## src/wake_defines.vh

```
// constants for the wake-up timer control block
`ifndef WAKE_DEFINES_VH
`define WAKE_DEFINES_VH

// register offsets
`define WAKE_ADDR_RELOAD_UPPER 10'h30E
`define WAKE_ADDR_RELOAD_LOWER 10'h30F
`define WAKE_ADDR_FLAG_CTRL 10'h310
`define WAKE_ADDR_STATUS 10'h311
`define WAKE_ADDR_SHUTDOWN 10'h322

// flag-control fields
`define FLAG_CLEAR_BIT 0
`define RC_CAL_ENABLE_BIT 1

// status fields
`define ST_TIMEOUT_LIVE 0
`define ST_TIMEOUT_LATCHED 1
`define ST_COLD_START 2
`define ST_CRYSTAL_LEVEL 3
`define ST_CRYSTAL_SETTLED 4
`define ST_RC_CAL_DONE 5
`define ST_RC_CAL_ERROR 6

// shutdown field
`define SHUTDOWN_REQ_BIT 0

// reset values
`define RELOAD_RESET 16'h0000
`define BYTE_RESET 8'h00

// timing: reference clock and slow oscillator
`define REF_CLK_HZ 100000000
`define SLOW_OSC_HZ 32768
`define CAL_RC_PERIODS 6'h20
`define CAL_TOL_PERCENT 2
`define CAL_NOMINAL_CYCLES ((`REF_CLK_HZ / `SLOW_OSC_HZ) * `CAL_RC_PERIODS)
// window bounds are the nominal count less and plus the tolerance, sized to the counter
`define CAL_LO_CYCLES 20'h175BF
`define CAL_HI_CYCLES 20'h18500
`define CRYSTAL_SETTLE_EDGES 12'h400

// prescaler selections and their divide ratios minus one
`define PRESC_DIV1 16'h0000
`define PRESC_DIV4 16'h0003
`define PRESC_DIV8 16'h0007
`define PRESC_DIV16 16'h000F
`define PRESC_DIV128 16'h007F
`define PRESC_DIV1024 16'h03FF
`define PRESC_DIV8192 16'h1FFF
`define PRESC_DIV65536 16'hFFFF

`endif

```

## src/wake_prescaler.v

```verilog
// divides the 32.768 kHz tick into the selected wake-up timer tick
`include "wake_defines.vh"

module wake_prescaler (
  input wire ref_clk_in,
  input wire rst_n_in,
  input wire slow_tick_in,
  input wire [2:0] presc_sel_in,
  output reg presc_tick_out
);

  reg [15:0] div_count_reg;

  // terminal count for each prescaler setting
  function [15:0] div_limit;
    input [2:0] sel;
    begin
      case (sel)
        3'h0: div_limit = `PRESC_DIV1;
        3'h1: div_limit = `PRESC_DIV4;
        3'h2: div_limit = `PRESC_DIV8;
        3'h3: div_limit = `PRESC_DIV16;
        3'h4: div_limit = `PRESC_DIV128;
        3'h5: div_limit = `PRESC_DIV1024;
        3'h6: div_limit = `PRESC_DIV8192;
        default: div_limit = `PRESC_DIV65536;
      endcase
    end
  endfunction

  // count slow ticks; the >= test recovers if the ratio shrinks mid-count
  always @(posedge ref_clk_in or negedge rst_n_in) begin
    if (!rst_n_in) begin
      div_count_reg <= 16'h0000;
      presc_tick_out <= 1'b0;
    end else begin
      presc_tick_out <= 1'b0;
      if (slow_tick_in) begin
        if (div_count_reg >= div_limit(presc_sel_in)) begin
          div_count_reg <= 16'h0000;
          presc_tick_out <= 1'b1;
        end else begin
          div_count_reg <= div_count_reg + 16'h0001;
        end
      end
    end
  end

endmodule // wake_prescaler

```

## src/wake_countdown.v

```verilog
// 16-bit down counter with reload for the wake-up timer
`include "wake_defines.vh"

module wake_countdown (
  input wire ref_clk_in,
  input wire rst_n_in,
  input wire tick_in,
  input wire load_in,
  input wire [15:0] reload_in,
  output reg [15:0] count_out,
  output reg timeout_out
);

  // load wins over a tick arriving in the same cycle
  always @(posedge ref_clk_in or negedge rst_n_in) begin
    if (!rst_n_in) begin
      count_out <= `RELOAD_RESET;
      timeout_out <= 1'b0;
    end else begin
      timeout_out <= 1'b0;
      if (load_in) begin
        count_out <= reload_in;
      end else if (tick_in) begin
        if (count_out == 16'h0000) begin
          count_out <= reload_in;
        end else begin
          count_out <= count_out - 16'h0001;
          if (count_out == 16'h0001) begin
            timeout_out <= 1'b1;
          end
        end
      end
    end
  end

endmodule // wake_countdown

```

## src/wake_unit_top.v

```verilog
// wake-up timer control registers, timer, calibration and shutdown request
//
// Function
// reload value is 16 bits, upper byte and lower byte in two write-only registers
// upper byte write is held pending until the lower byte is written
// host writes the upper byte before the lower byte, never lower alone
// enabled unit with timer counted down to zero triggers a wake-up event
// counter decrements once per prescaler tick, not per oscillator cycle
// flag-control bit 0 written 1 clears timeout and cold-start flags
// flag-control bit 1 enables rc oscillator calibration, resets to 0
// status bit 6 reads 1 when calibration ended with an error
// status bit 5 reads 1 once calibration has finished
// status bit 4 reads 1 when the crystal oscillator has settled
// status bit 3 is the live crystal oscillator level
// status bit 2 is the sticky cold-start flag until cleared
// status bit 1 latches a timer timeout until cleared
// status bit 0 shows counter at zero, bit 7 reads 0
// shutdown bit 0 requests shutdown, which begins only with chip select high
// timeout wakes the chip only while the arm bit is set
// clock-select 1 picks rc oscillator, 0 picks the crystal oscillator
// at zero the counter reloads the committed value and keeps counting
`include "wake_defines.vh"

module wake_unit_top #(
  parameter [19:0] CAL_LO_CYCLES = `CAL_LO_CYCLES,
  parameter [19:0] CAL_HI_CYCLES = `CAL_HI_CYCLES
) (
  input wire ref_clk_in,
  input wire rst_n_in,
  input wire [9:0] reg_addr_in,
  input wire reg_wr_in,
  input wire [7:0] reg_wdata_in,
  input wire reg_rd_in,
  output reg [7:0] reg_rdata_out,
  input wire cs_high_in,
  input wire wake_arm_in,
  input wire timer_clock_select_in,
  input wire crystal_enable_in,
  input wire [2:0] presc_sel_in,
  input wire rc_osc_in,
  input wire crystal_osc_in,
  output reg wake_event_out,
  output reg shutdown_out,
  output reg rc_cal_enable_out
);

  localparam [1:0] CAL_IDLE = 2'h0;
  localparam [1:0] CAL_ALIGN = 2'h1;
  localparam [1:0] CAL_RUN = 2'h2;
  localparam [1:0] CAL_END = 2'h3;

  reg [7:0] reload_upper_reg;
  reg [7:0] reload_lower_reg;
  reg [15:0] reload_count_reg;
  reg reload_load_reg;
  reg flag_clear_reg;
  reg rc_cal_enable_reg;
  reg shutdown_request_bit_reg;
  reg cold_start_flag_reg;
  reg cold_start_seen_reg;
  reg timeout_latched_reg;
  reg rc_prev_reg;
  reg crystal_prev_reg;
  reg slow_prev_reg;
  reg [11:0] settle_count_reg;
  reg crystal_settled_reg;
  reg [1:0] cal_state_reg;
  reg [1:0] cal_state_next;
  reg [19:0] cal_cycles_reg;
  reg [5:0] cal_periods_reg;
  reg rc_cal_done_reg;
  reg rc_cal_error_reg;

  wire wr_upper;
  wire wr_lower;
  wire wr_flag;
  wire wr_shutdown;
  wire flag_clear_pulse;
  wire slow_level;
  wire slow_tick;
  wire rc_rise;
  wire crystal_rise;
  wire presc_tick;
  wire [15:0] timer_count;
  wire timer_timeout;
  wire timeout_live;
  wire [7:0] status_word;

  // one address decode shared by all write strobes
  function addr_hit;
    input [9:0] addr;
    input [9:0] target;
    begin
      addr_hit = (addr == target);
    end
  endfunction

  // write strobes per register
  assign wr_upper = reg_wr_in && addr_hit(reg_addr_in, `WAKE_ADDR_RELOAD_UPPER);
  assign wr_lower = reg_wr_in && addr_hit(reg_addr_in, `WAKE_ADDR_RELOAD_LOWER);
  assign wr_flag = reg_wr_in && addr_hit(reg_addr_in, `WAKE_ADDR_FLAG_CTRL);
  assign wr_shutdown = reg_wr_in && addr_hit(reg_addr_in, `WAKE_ADDR_SHUTDOWN);

  // a clear acts only at the write, so the bit never blocks later events
  assign flag_clear_pulse = wr_flag && reg_wdata_in[`FLAG_CLEAR_BIT];

  // reload bytes; the upper byte only sits pending in its register
  always @(posedge ref_clk_in or negedge rst_n_in) begin
    if (!rst_n_in) begin
      reload_upper_reg <= `BYTE_RESET;
      reload_lower_reg <= `BYTE_RESET;
    end else begin
      if (wr_upper) begin
        reload_upper_reg <= reg_wdata_in;
      end
      if (wr_lower) begin
        reload_lower_reg <= reg_wdata_in;
      end
    end
  end

  // the lower byte write commits both halves and restarts the counter;
  // a lone lower write reuses the old pending upper byte, hence the order
  always @(posedge ref_clk_in or negedge rst_n_in) begin
    if (!rst_n_in) begin
      reload_count_reg <= `RELOAD_RESET;
      reload_load_reg <= 1'b0;
    end else begin
      reload_load_reg <= wr_lower;
      if (wr_lower) begin
        reload_count_reg <= {reload_upper_reg, reg_wdata_in};
      end
    end
  end

  // flag-control and shutdown registers
  always @(posedge ref_clk_in or negedge rst_n_in) begin
    if (!rst_n_in) begin
      flag_clear_reg <= 1'b0;
      rc_cal_enable_reg <= 1'b0;
      shutdown_request_bit_reg <= 1'b0;
    end else begin
      if (wr_flag) begin
        flag_clear_reg <= reg_wdata_in[`FLAG_CLEAR_BIT];
        rc_cal_enable_reg <= reg_wdata_in[`RC_CAL_ENABLE_BIT];
      end
      if (wr_shutdown) begin
        shutdown_request_bit_reg <= reg_wdata_in[`SHUTDOWN_REQ_BIT];
      end
    end
  end

  // edge detect on the slow oscillators; both inputs are already synchronous
  always @(posedge ref_clk_in or negedge rst_n_in) begin
    if (!rst_n_in) begin
      rc_prev_reg <= 1'b0;
      crystal_prev_reg <= 1'b0;
      slow_prev_reg <= 1'b0;
    end else begin
      rc_prev_reg <= rc_osc_in;
      crystal_prev_reg <= crystal_osc_in;
      slow_prev_reg <= slow_level;
    end
  end

  assign rc_rise = rc_osc_in && !rc_prev_reg;
  assign crystal_rise = crystal_osc_in && !crystal_prev_reg;

  // timer clock source selection
  assign slow_level = timer_clock_select_in ? rc_osc_in : crystal_osc_in;
  assign slow_tick = slow_level && !slow_prev_reg;

  // prescaler turns the 32 kHz edges into timer ticks
  wake_prescaler prescaler_inst (
    .ref_clk_in(ref_clk_in),
    .rst_n_in(rst_n_in),
    .slow_tick_in(slow_tick),
    .presc_sel_in(presc_sel_in),
    .presc_tick_out(presc_tick)
  );

  // the down counter itself
  wake_countdown countdown_inst (
    .ref_clk_in(ref_clk_in),
    .rst_n_in(rst_n_in),
    .tick_in(presc_tick),
    .load_in(reload_load_reg),
    .reload_in(reload_count_reg),
    .count_out(timer_count),
    .timeout_out(timer_timeout)
  );

  // unlatched zero indication
  assign timeout_live = (timer_count == 16'h0000);

  // latched timeout; a timeout in the clearing cycle survives
  always @(posedge ref_clk_in or negedge rst_n_in) begin
    if (!rst_n_in) begin
      timeout_latched_reg <= 1'b0;
    end else if (timer_timeout) begin
      timeout_latched_reg <= 1'b1;
    end else if (flag_clear_pulse) begin
      timeout_latched_reg <= 1'b0;
    end
  end

  // cold start is caught on the first clock after reset release
  always @(posedge ref_clk_in or negedge rst_n_in) begin
    if (!rst_n_in) begin
      cold_start_seen_reg <= 1'b0;
      cold_start_flag_reg <= 1'b0;
    end else begin
      cold_start_seen_reg <= 1'b1;
      if (!cold_start_seen_reg) begin
        cold_start_flag_reg <= 1'b1;
      end else if (flag_clear_pulse) begin
        cold_start_flag_reg <= 1'b0;
      end
    end
  end

  // wake-up pulse only while armed
  always @(posedge ref_clk_in or negedge rst_n_in) begin
    if (!rst_n_in) begin
      wake_event_out <= 1'b0;
    end else begin
      wake_event_out <= timer_timeout && wake_arm_in;
    end
  end

  // crystal settling: count edges while enabled, forget when disabled
  always @(posedge ref_clk_in or negedge rst_n_in) begin
    if (!rst_n_in) begin
      settle_count_reg <= 12'h000;
      crystal_settled_reg <= 1'b0;
    end else if (!crystal_enable_in) begin
      settle_count_reg <= 12'h000;
      crystal_settled_reg <= 1'b0;
    end else if (crystal_rise && !crystal_settled_reg) begin
      if (settle_count_reg == `CRYSTAL_SETTLE_EDGES - 12'h001) begin
        crystal_settled_reg <= 1'b1;
      end
      settle_count_reg <= settle_count_reg + 12'h001;
    end
  end

  // calibration sequencer: measure ref cycles over a fixed number of rc periods
  always @* begin
    cal_state_next = cal_state_reg;
    case (cal_state_reg)
      CAL_IDLE: begin
        if (rc_cal_enable_reg) begin
          cal_state_next = CAL_ALIGN;
        end
      end
      CAL_ALIGN: begin
        if (rc_rise) begin
          cal_state_next = CAL_RUN;
        end else if (cal_cycles_reg > CAL_HI_CYCLES) begin
          cal_state_next = CAL_END; // a dead oscillator never aligns
        end
      end
      CAL_RUN: begin
        // a stalled oscillator ends the run at the high limit
        if ((rc_rise && cal_periods_reg == `CAL_RC_PERIODS - 6'h01) ||
            cal_cycles_reg > CAL_HI_CYCLES) begin
          cal_state_next = CAL_END;
        end
      end
      CAL_END: begin
        cal_state_next = CAL_END;
      end
      default: begin
        cal_state_next = CAL_IDLE;
      end
    endcase
    if (!rc_cal_enable_reg) begin
      cal_state_next = CAL_IDLE;
    end
  end

  // calibration counters and result flags
  always @(posedge ref_clk_in or negedge rst_n_in) begin
    if (!rst_n_in) begin
      cal_state_reg <= CAL_IDLE;
      cal_cycles_reg <= 20'h00000;
      cal_periods_reg <= 6'h00;
      rc_cal_done_reg <= 1'b0;
      rc_cal_error_reg <= 1'b0;
    end else begin
      cal_state_reg <= cal_state_next;
      case (cal_state_reg)
        CAL_ALIGN: begin
          // the wait is timed too, so a stopped oscillator cannot hang here
          cal_cycles_reg <= rc_rise ? 20'h00000 : cal_cycles_reg + 20'h00001;
          if (cal_state_next == CAL_END) begin
            rc_cal_done_reg <= 1'b1;
            rc_cal_error_reg <= 1'b1;
          end
        end
        CAL_RUN: begin
          cal_cycles_reg <= cal_cycles_reg + 20'h00001;
          if (rc_rise) begin
            cal_periods_reg <= cal_periods_reg + 6'h01;
          end
          if (cal_state_next == CAL_END) begin
            rc_cal_done_reg <= 1'b1;
            rc_cal_error_reg <= (cal_cycles_reg < CAL_LO_CYCLES) ||
                                (cal_cycles_reg > CAL_HI_CYCLES);
          end
        end
        CAL_END: begin
          cal_cycles_reg <= cal_cycles_reg;
        end
        default: begin
          cal_cycles_reg <= 20'h00000;
          cal_periods_reg <= 6'h00;
          rc_cal_done_reg <= 1'b0;
          rc_cal_error_reg <= 1'b0;
        end
      endcase
      if (!rc_cal_enable_reg) begin
        rc_cal_done_reg <= 1'b0;
        rc_cal_error_reg <= 1'b0;
      end
    end
  end

  // status word, reserved bit 7 held low
  assign status_word = {1'b0,
                        rc_cal_error_reg,
                        rc_cal_done_reg,
                        crystal_settled_reg,
                        crystal_osc_in,
                        cold_start_flag_reg,
                        timeout_latched_reg,
                        timeout_live};

  // read data: write-only and unmapped addresses return zero
  always @(posedge ref_clk_in or negedge rst_n_in) begin
    if (!rst_n_in) begin
      reg_rdata_out <= 8'h00;
    end else if (reg_rd_in) begin
      case (reg_addr_in)
        `WAKE_ADDR_FLAG_CTRL: reg_rdata_out <= {6'h00, rc_cal_enable_reg, flag_clear_reg};
        `WAKE_ADDR_STATUS: reg_rdata_out <= status_word;
        `WAKE_ADDR_SHUTDOWN: reg_rdata_out <= {7'h00, shutdown_request_bit_reg};
        default: reg_rdata_out <= 8'h00;
      endcase
    end
  end

  // shutdown needs the host to have released chip select
  always @(posedge ref_clk_in or negedge rst_n_in) begin
    if (!rst_n_in) begin
      shutdown_out <= 1'b0;
      rc_cal_enable_out <= 1'b0;
    end else begin
      shutdown_out <= shutdown_request_bit_reg && cs_high_in;
      rc_cal_enable_out <= rc_cal_enable_reg;
    end
  end

endmodule // wake_unit_top

```

## config.mk

```make
export PLATFORM = sky130hd
export DESIGN_NAME = wake_unit_top
export DESIGN_NICKNAME = d
export VERILOG_FILES = /design/src/wake_prescaler.v /design/src/wake_countdown.v /design/src/wake_unit_top.v
export VERILOG_INCLUDE_DIRS = /design/src
export SDC_FILE = /design/constraint.sdc
export NUM_CORES = 1
export LEC_CHECK = 0
export BUFFER_PORTS_ARGS = -buffer_cell sky130_fd_sc_hd__buf_4
export CAP_MARGIN = 10
export CORE_MARGIN = 8
export CORE_UTILIZATION = 40
export DETAILED_ROUTE_END_ITERATION = 8
export HOLD_SLACK_MARGIN = 0.15
export SYNTH_ARGS = -nofsm -noshare
export SYNTH_HDL_FRONTEND = slang
export SYNTH_SLANG_ARGS = --single-unit
```

## constraint.sdc

```tcl
create_clock -name ref_clk_in -period 2.8 [get_ports ref_clk_in]
set_input_delay 0.7 -clock ref_clk_in [delete_from_list [all_inputs] [get_ports ref_clk_in]]
set_output_delay 0.7 -clock ref_clk_in [all_outputs]
set_load 0.01 [all_outputs]
```

## After elaboration in Yosys (flattened, before gate mapping)

Cells that the tools add are included.

- Equal/unequal tests: 26
- Reductions and logical operators: 29
- Bitwise gates (word level): 1
- Add/sub/neg operators: 5
- Muxes and demuxes: 37
- Order comparisons: 3

Operators by type and width:

| operator | number |
|---|---|
| 16-bit one-hot mux with 7 select lines | 1 |
| 16-bit two-way mux | 5 |
| 20-bit one-hot mux with 3 select lines | 1 |
| 10-bit == test (second input constant) | 5 |
| 12-bit two-way mux | 2 |
| 7-bit one-hot mux with 3 select lines | 1 |
| 20-bit by 1-bit adder with 20-bit output (second input constant) | 1 |
| 20-bit by 17-bit greater-than comparator with 1-bit output (second input constant) | 1 |
| 20-bit by 17-bit < comparator with 1-bit output (second input constant) | 1 |
| 20-bit two-way mux | 1 |
| 1-bit two-way mux | 17 |
| 16-bit by 1-bit adder with 16-bit output (second input constant) | 1 |
| 16-bit by 1-bit == test with 1-bit output (second input constant) | 1 |
| 16-bit greater-or-equal comparator | 1 |
| 16-bit zero test | 1 |
| 16-bit by 1-bit subtractor with 16-bit output (second input constant) | 1 |
| 12-bit by 1-bit adder with 12-bit output (second input constant) | 1 |
| 12-bit by 10-bit == test with 1-bit output (second input constant) | 1 |
| 1-bit logical AND | 12 |
| 6-bit one-hot mux with 2 select lines | 1 |
| 3-bit == test (second input constant) | 3 |
| 2-bit two-way mux | 4 |
| 2-bit one-hot mux with 4 select lines | 1 |
| 6-bit by 1-bit adder with 6-bit output (second input constant) | 1 |
| other kinds (21) | 36 |

- Word-level logic and storage cells: 128
- Register bits: 122
- Output and inout port bits: 11
- Input port bits: 31

## Logic depth before layout (Yosys ltp)

- Depth in word-level cells: 11
- Depth in mapped cells: 9
- Depth with buffers taken out: 8

## By module

Synthesis repeated with hierarchy kept, for this count alone.

- Cell total of the unflattened synthesis: 641
- Area total of the unflattened synthesis: 6,652.6 sq um

Modules (own cells, without submodules):

| module | times used | area an instance (sq um) | cells an instance |
|---|---|---|---|
| wake_unit_top | 1 | 4,192.8 | 381 |
| wake_prescaler | 1 | 1,246.2 | 123 |
| wake_countdown | 1 | 1,213.7 | 137 |

## Worst setup path after synthesis

Ideal clock, no wire load.

- Path type: in2reg
- From: input presc_sel_in[0]
- To: register prescaler_inst.div_count_reg[10]
- Stages: 9
- Library setup time: 0.078 ns
- Required time: 2.722 ns
- Data arrival time: 2.694 ns
- Slack: 0.028 ns
- Cell sequence: or3_1 > ha_1 > nand2b_1 > a211oi_1 > o21ai_0 > a41oi_1 > o21ai_1 > clkbuf_1 > a21oi_1

- Longest elaborated chain between the ends: 5

RTL lines:

| what | RTL line | source |
|---|---|---|
| from (decl) | wake_unit_top.v:39 | `input wire [2:0] presc_sel_in,` |
| 3-bit == test (tied with other cells) | wake_prescaler.v:18 | `case (sel)` |
| 16-bit one-hot mux with 7 select lines * | wake_prescaler.v:18 |  |
| 16-bit two-way mux * | wake_prescaler.v:38 | `if (slow_tick_in) begin` |
| 16-bit greater-or-equal comparator * | wake_prescaler.v:39 | `if (div_count_reg >= div_limit(presc_sel_in)) begin` |
| 16-bit two-way mux * | wake_prescaler.v:39 |  |
| to (signal assigned) | wake_prescaler.v:43 | `div_count_reg <= div_count_reg + 16'h0001;` |
| to (decl) | wake_prescaler.v:12 | `reg [15:0] div_count_reg;` |

Every way passes the cells marked *; elsewhere a longest branch is shown, timed or not. The select of a mux whose other input is x is not followed.
A chain may end at the register's enable or synchronous reset.

## Final worst setup path

- From: input presc_sel_in[0]
- To: register prescaler_inst.div_count_reg[5]

Same word-level chain as after synthesis.

==> run metrics <==
status complete, no violations; post-synthesis sequential area ratio 47.36%; clk root buf clkbuf_16; min cycle time layout 2456 ps; placed cells 898; CP Data Required Time 3130 ps; synthesized net count 706; Critical Path Start Type primary input; initial antenna violation count 0; chip width 142.4 um; Distinct cells, synth 66; Num CTS Buffers 17; vias 5002; CP max FO 16; clk slew on worst S/H paths 50 ps; synthesized cell area 6394 sq um; hpwl dp 10.19 mm; Slew @ Worst Pin 802.6 ps; worst skew pair latency 420 ps; Fin. Hold Viols 0; post-CTS resize count 0; Vias/cell 5.378; DRC Markers 0; Hold-fix buffers, CTS 0; Worst VDD drop 425.7 uV; ANT cells 0; Mapped Cells 647; Synth async-reset ratio 100.0%; CP arrival 2780 ps; die area 20290 sq um; LEAKAGE 3.437 nW; routed len/inst 15.21 um; maxcap violations 0; postcts setup bufs 0; clk sinks 121; final wirelength 14.15 mm; Yosys warnings 0; largest net degree at the start of global routing 51; PD cells 711.8 nW/um^2; vias in the first global route 5000; first-pass GRT wire length 24.07 mm; Crit Path Class primary input to flop; layout cells sized above 1 18.49%; # IOs 42; Post-Route Skew 4.543 ps; P&R area growth vs syn 19.24%; Pre-antenna DRT Iters 5; EDFF count, synth 0; RSZ-0062 raised after global routing no; HP Class primary input to asynchronous set/reset pin; Row Count 46; gr ovfl total 0; Tcrit/Tclk final 87.70%; FF+latch count, synth 121; # H-tree levels 4; Initial Util 40.54%; Port Buffers 40; Min Hold Slack 243.8 ps; Top FF cell, synth dfrtp_1; Slew HR 46.29%; max frequency 0.4072 GHz; syn_area_per_cell 9.882 sq um; number of flip-flops in the largest register 20; Die H 142.4 um; Routability Congestion 0.7950; clk buf depth 2; Slew Viols, Final 0; Final ANT Viol Nets 0; First DRT Iteration DRCs 215; setup violators final 0; CTS tree yes; core footprint 15770 sq um; FILL cells 1494; Worst setup EP type flop; Net count, final 760; GRT Total Usage 14.84%; Layout Cells excl Fill 930
## logic make-up (layout without fill, tap and decap cells)
family          after synthesis  count (layout)  share of synthesized area (%)
mux                          30              30                          5.205
buf+inv                      51             118                          3.464
compound gates              146             146                          14.42
simple gates                242             242                          20.25
other cells                   2               2                         0.1175
flops                       121             121                          47.36
fa+ha+maj                    28              28                          5.480
xor+xnor                     27              27                          3.699
## stage by stage
stage	total power, mW	instance area, sq um	TNS (ps)	setup WS (ps)	util [%]
2_1_floorplan	2.867	6394	0	28.19	-
3_3_place_gp	3.158	7012	-2.333	-2.333	44.46
3_5_place_dp	3.198	7012	-778.0	-99.33	44.46
4_1_cts	5.478	7624	0	338.7	48.34
5_1_grt	5.713	7624	0	197.0	48.34
6_report	5.427	7624	0	344.4	48.34
## routing by layer
metal	global-route usage [%]	share of wire (%)	vias up
li1	-	-	2453
met1	18.55	47	2424
met2	23.79	46	100
met3	3.824	4.6	25
met4	6.488	2.0	0
met5	0	0	-
## layout by cell type (no fill, tap or decap), types with 5 or more instances in the layout
cell type  synthesis  layout
and4_1             6       6
nand2b_1           7       7
mux2_2            26      26
o211ai_1           8       8
and2_1             5       5
a21o_1             5       5
ha_1              28      28
nor3_1            16      16
nand4_1           13      13
xor2_1            18      18
buf_4              1      57
inv_1             27      27
and3_1             9       9
a21oi_1           34      34
nor2b_1            7       7
dfrtp_1          121     121
clkbuf_16          0      17
nand2_1           54      54
nand3_1           41      41
a31oi_1            6       6
a211oi_1           5       5
nor2_1            44      44
xnor2_1            9       9
or3_1              7       7
o21ai_0           52      52
## area by class of cell
cell class              count  area (sq um)  share of cell area (%)
multi-input cells         475          3144                   41.24
flip-flops and latches    121          3028                   39.72
repair buffers             59         467.9                   6.138
clock buffers              19         442.9                   5.810
well taps                 216         270.3                   3.545
clock inverters            13         168.9                   2.216
inverters                  27         101.3                   1.329
## synthesized netlist by cell type, drive strengths merged, types with 9 or more instances
| cell | instances | area [sq um] |
|---|---|---|
| a21oi | 34 | 170.2 |
| and3 | 9 | 56.30 |
| clkbuf | 16 | 60.06 |
| dfrtp | 121 | 3028 |
| ha | 28 | 350.3 |
| inv | 27 | 101.4 |
| mux2 | 26 | 292.8 |
| nand2 | 55 | 214.0 |
| nand3 | 41 | 205.2 |
| nand4 | 13 | 81.33 |
| nor2 | 44 | 165.2 |
| nor3 | 18 | 100.1 |
| o21ai | 56 | 284.0 |
| xnor2 | 9 | 78.83 |
| xor2 | 18 | 157.7 |
## final timing paths
kind | to | slack (ps) | cells after the start | from
hold / removal | cal_state_reg[1] | 240 | 1 | rst_n_in
setup reg to reg | countdown_inst.count_out[11] | 490 | 8 | countdown_inst.count_out[11]
max in group asynchronous | cal_cycles_reg[11] | 1890 | 2 | rst_n_in
min in group ref_clk_in | cold_start_flag_reg | 390 | 1 | cold_start_seen_reg
setup / recovery | prescaler_inst.div_count_reg[5] | 340 | 10 | presc_sel_in[0]
hold reg to reg | cold_start_flag_reg | 390 | 1 | cold_start_seen_reg
## report_power, final
part	switching, mW	internal (mW)	total [mW]
Clock	0.813	1.43	2.24
Combinational	0.630	0.461	1.09
Sequential	0.198	1.90	2.09
Total	1.64	3.79	5.43
## worst max-delay path, cell delays in order
cell      delay (ps)
buf_4            120
or3_1            390
ha_1             280
nand2b_1         150
a211oi_1         220
o21ai_0          130
a41oi_1          290
o21ai_1          130
buf_12           190
o211ai_1         190
No activity file was read; power rests on OpenSTA's default activity.
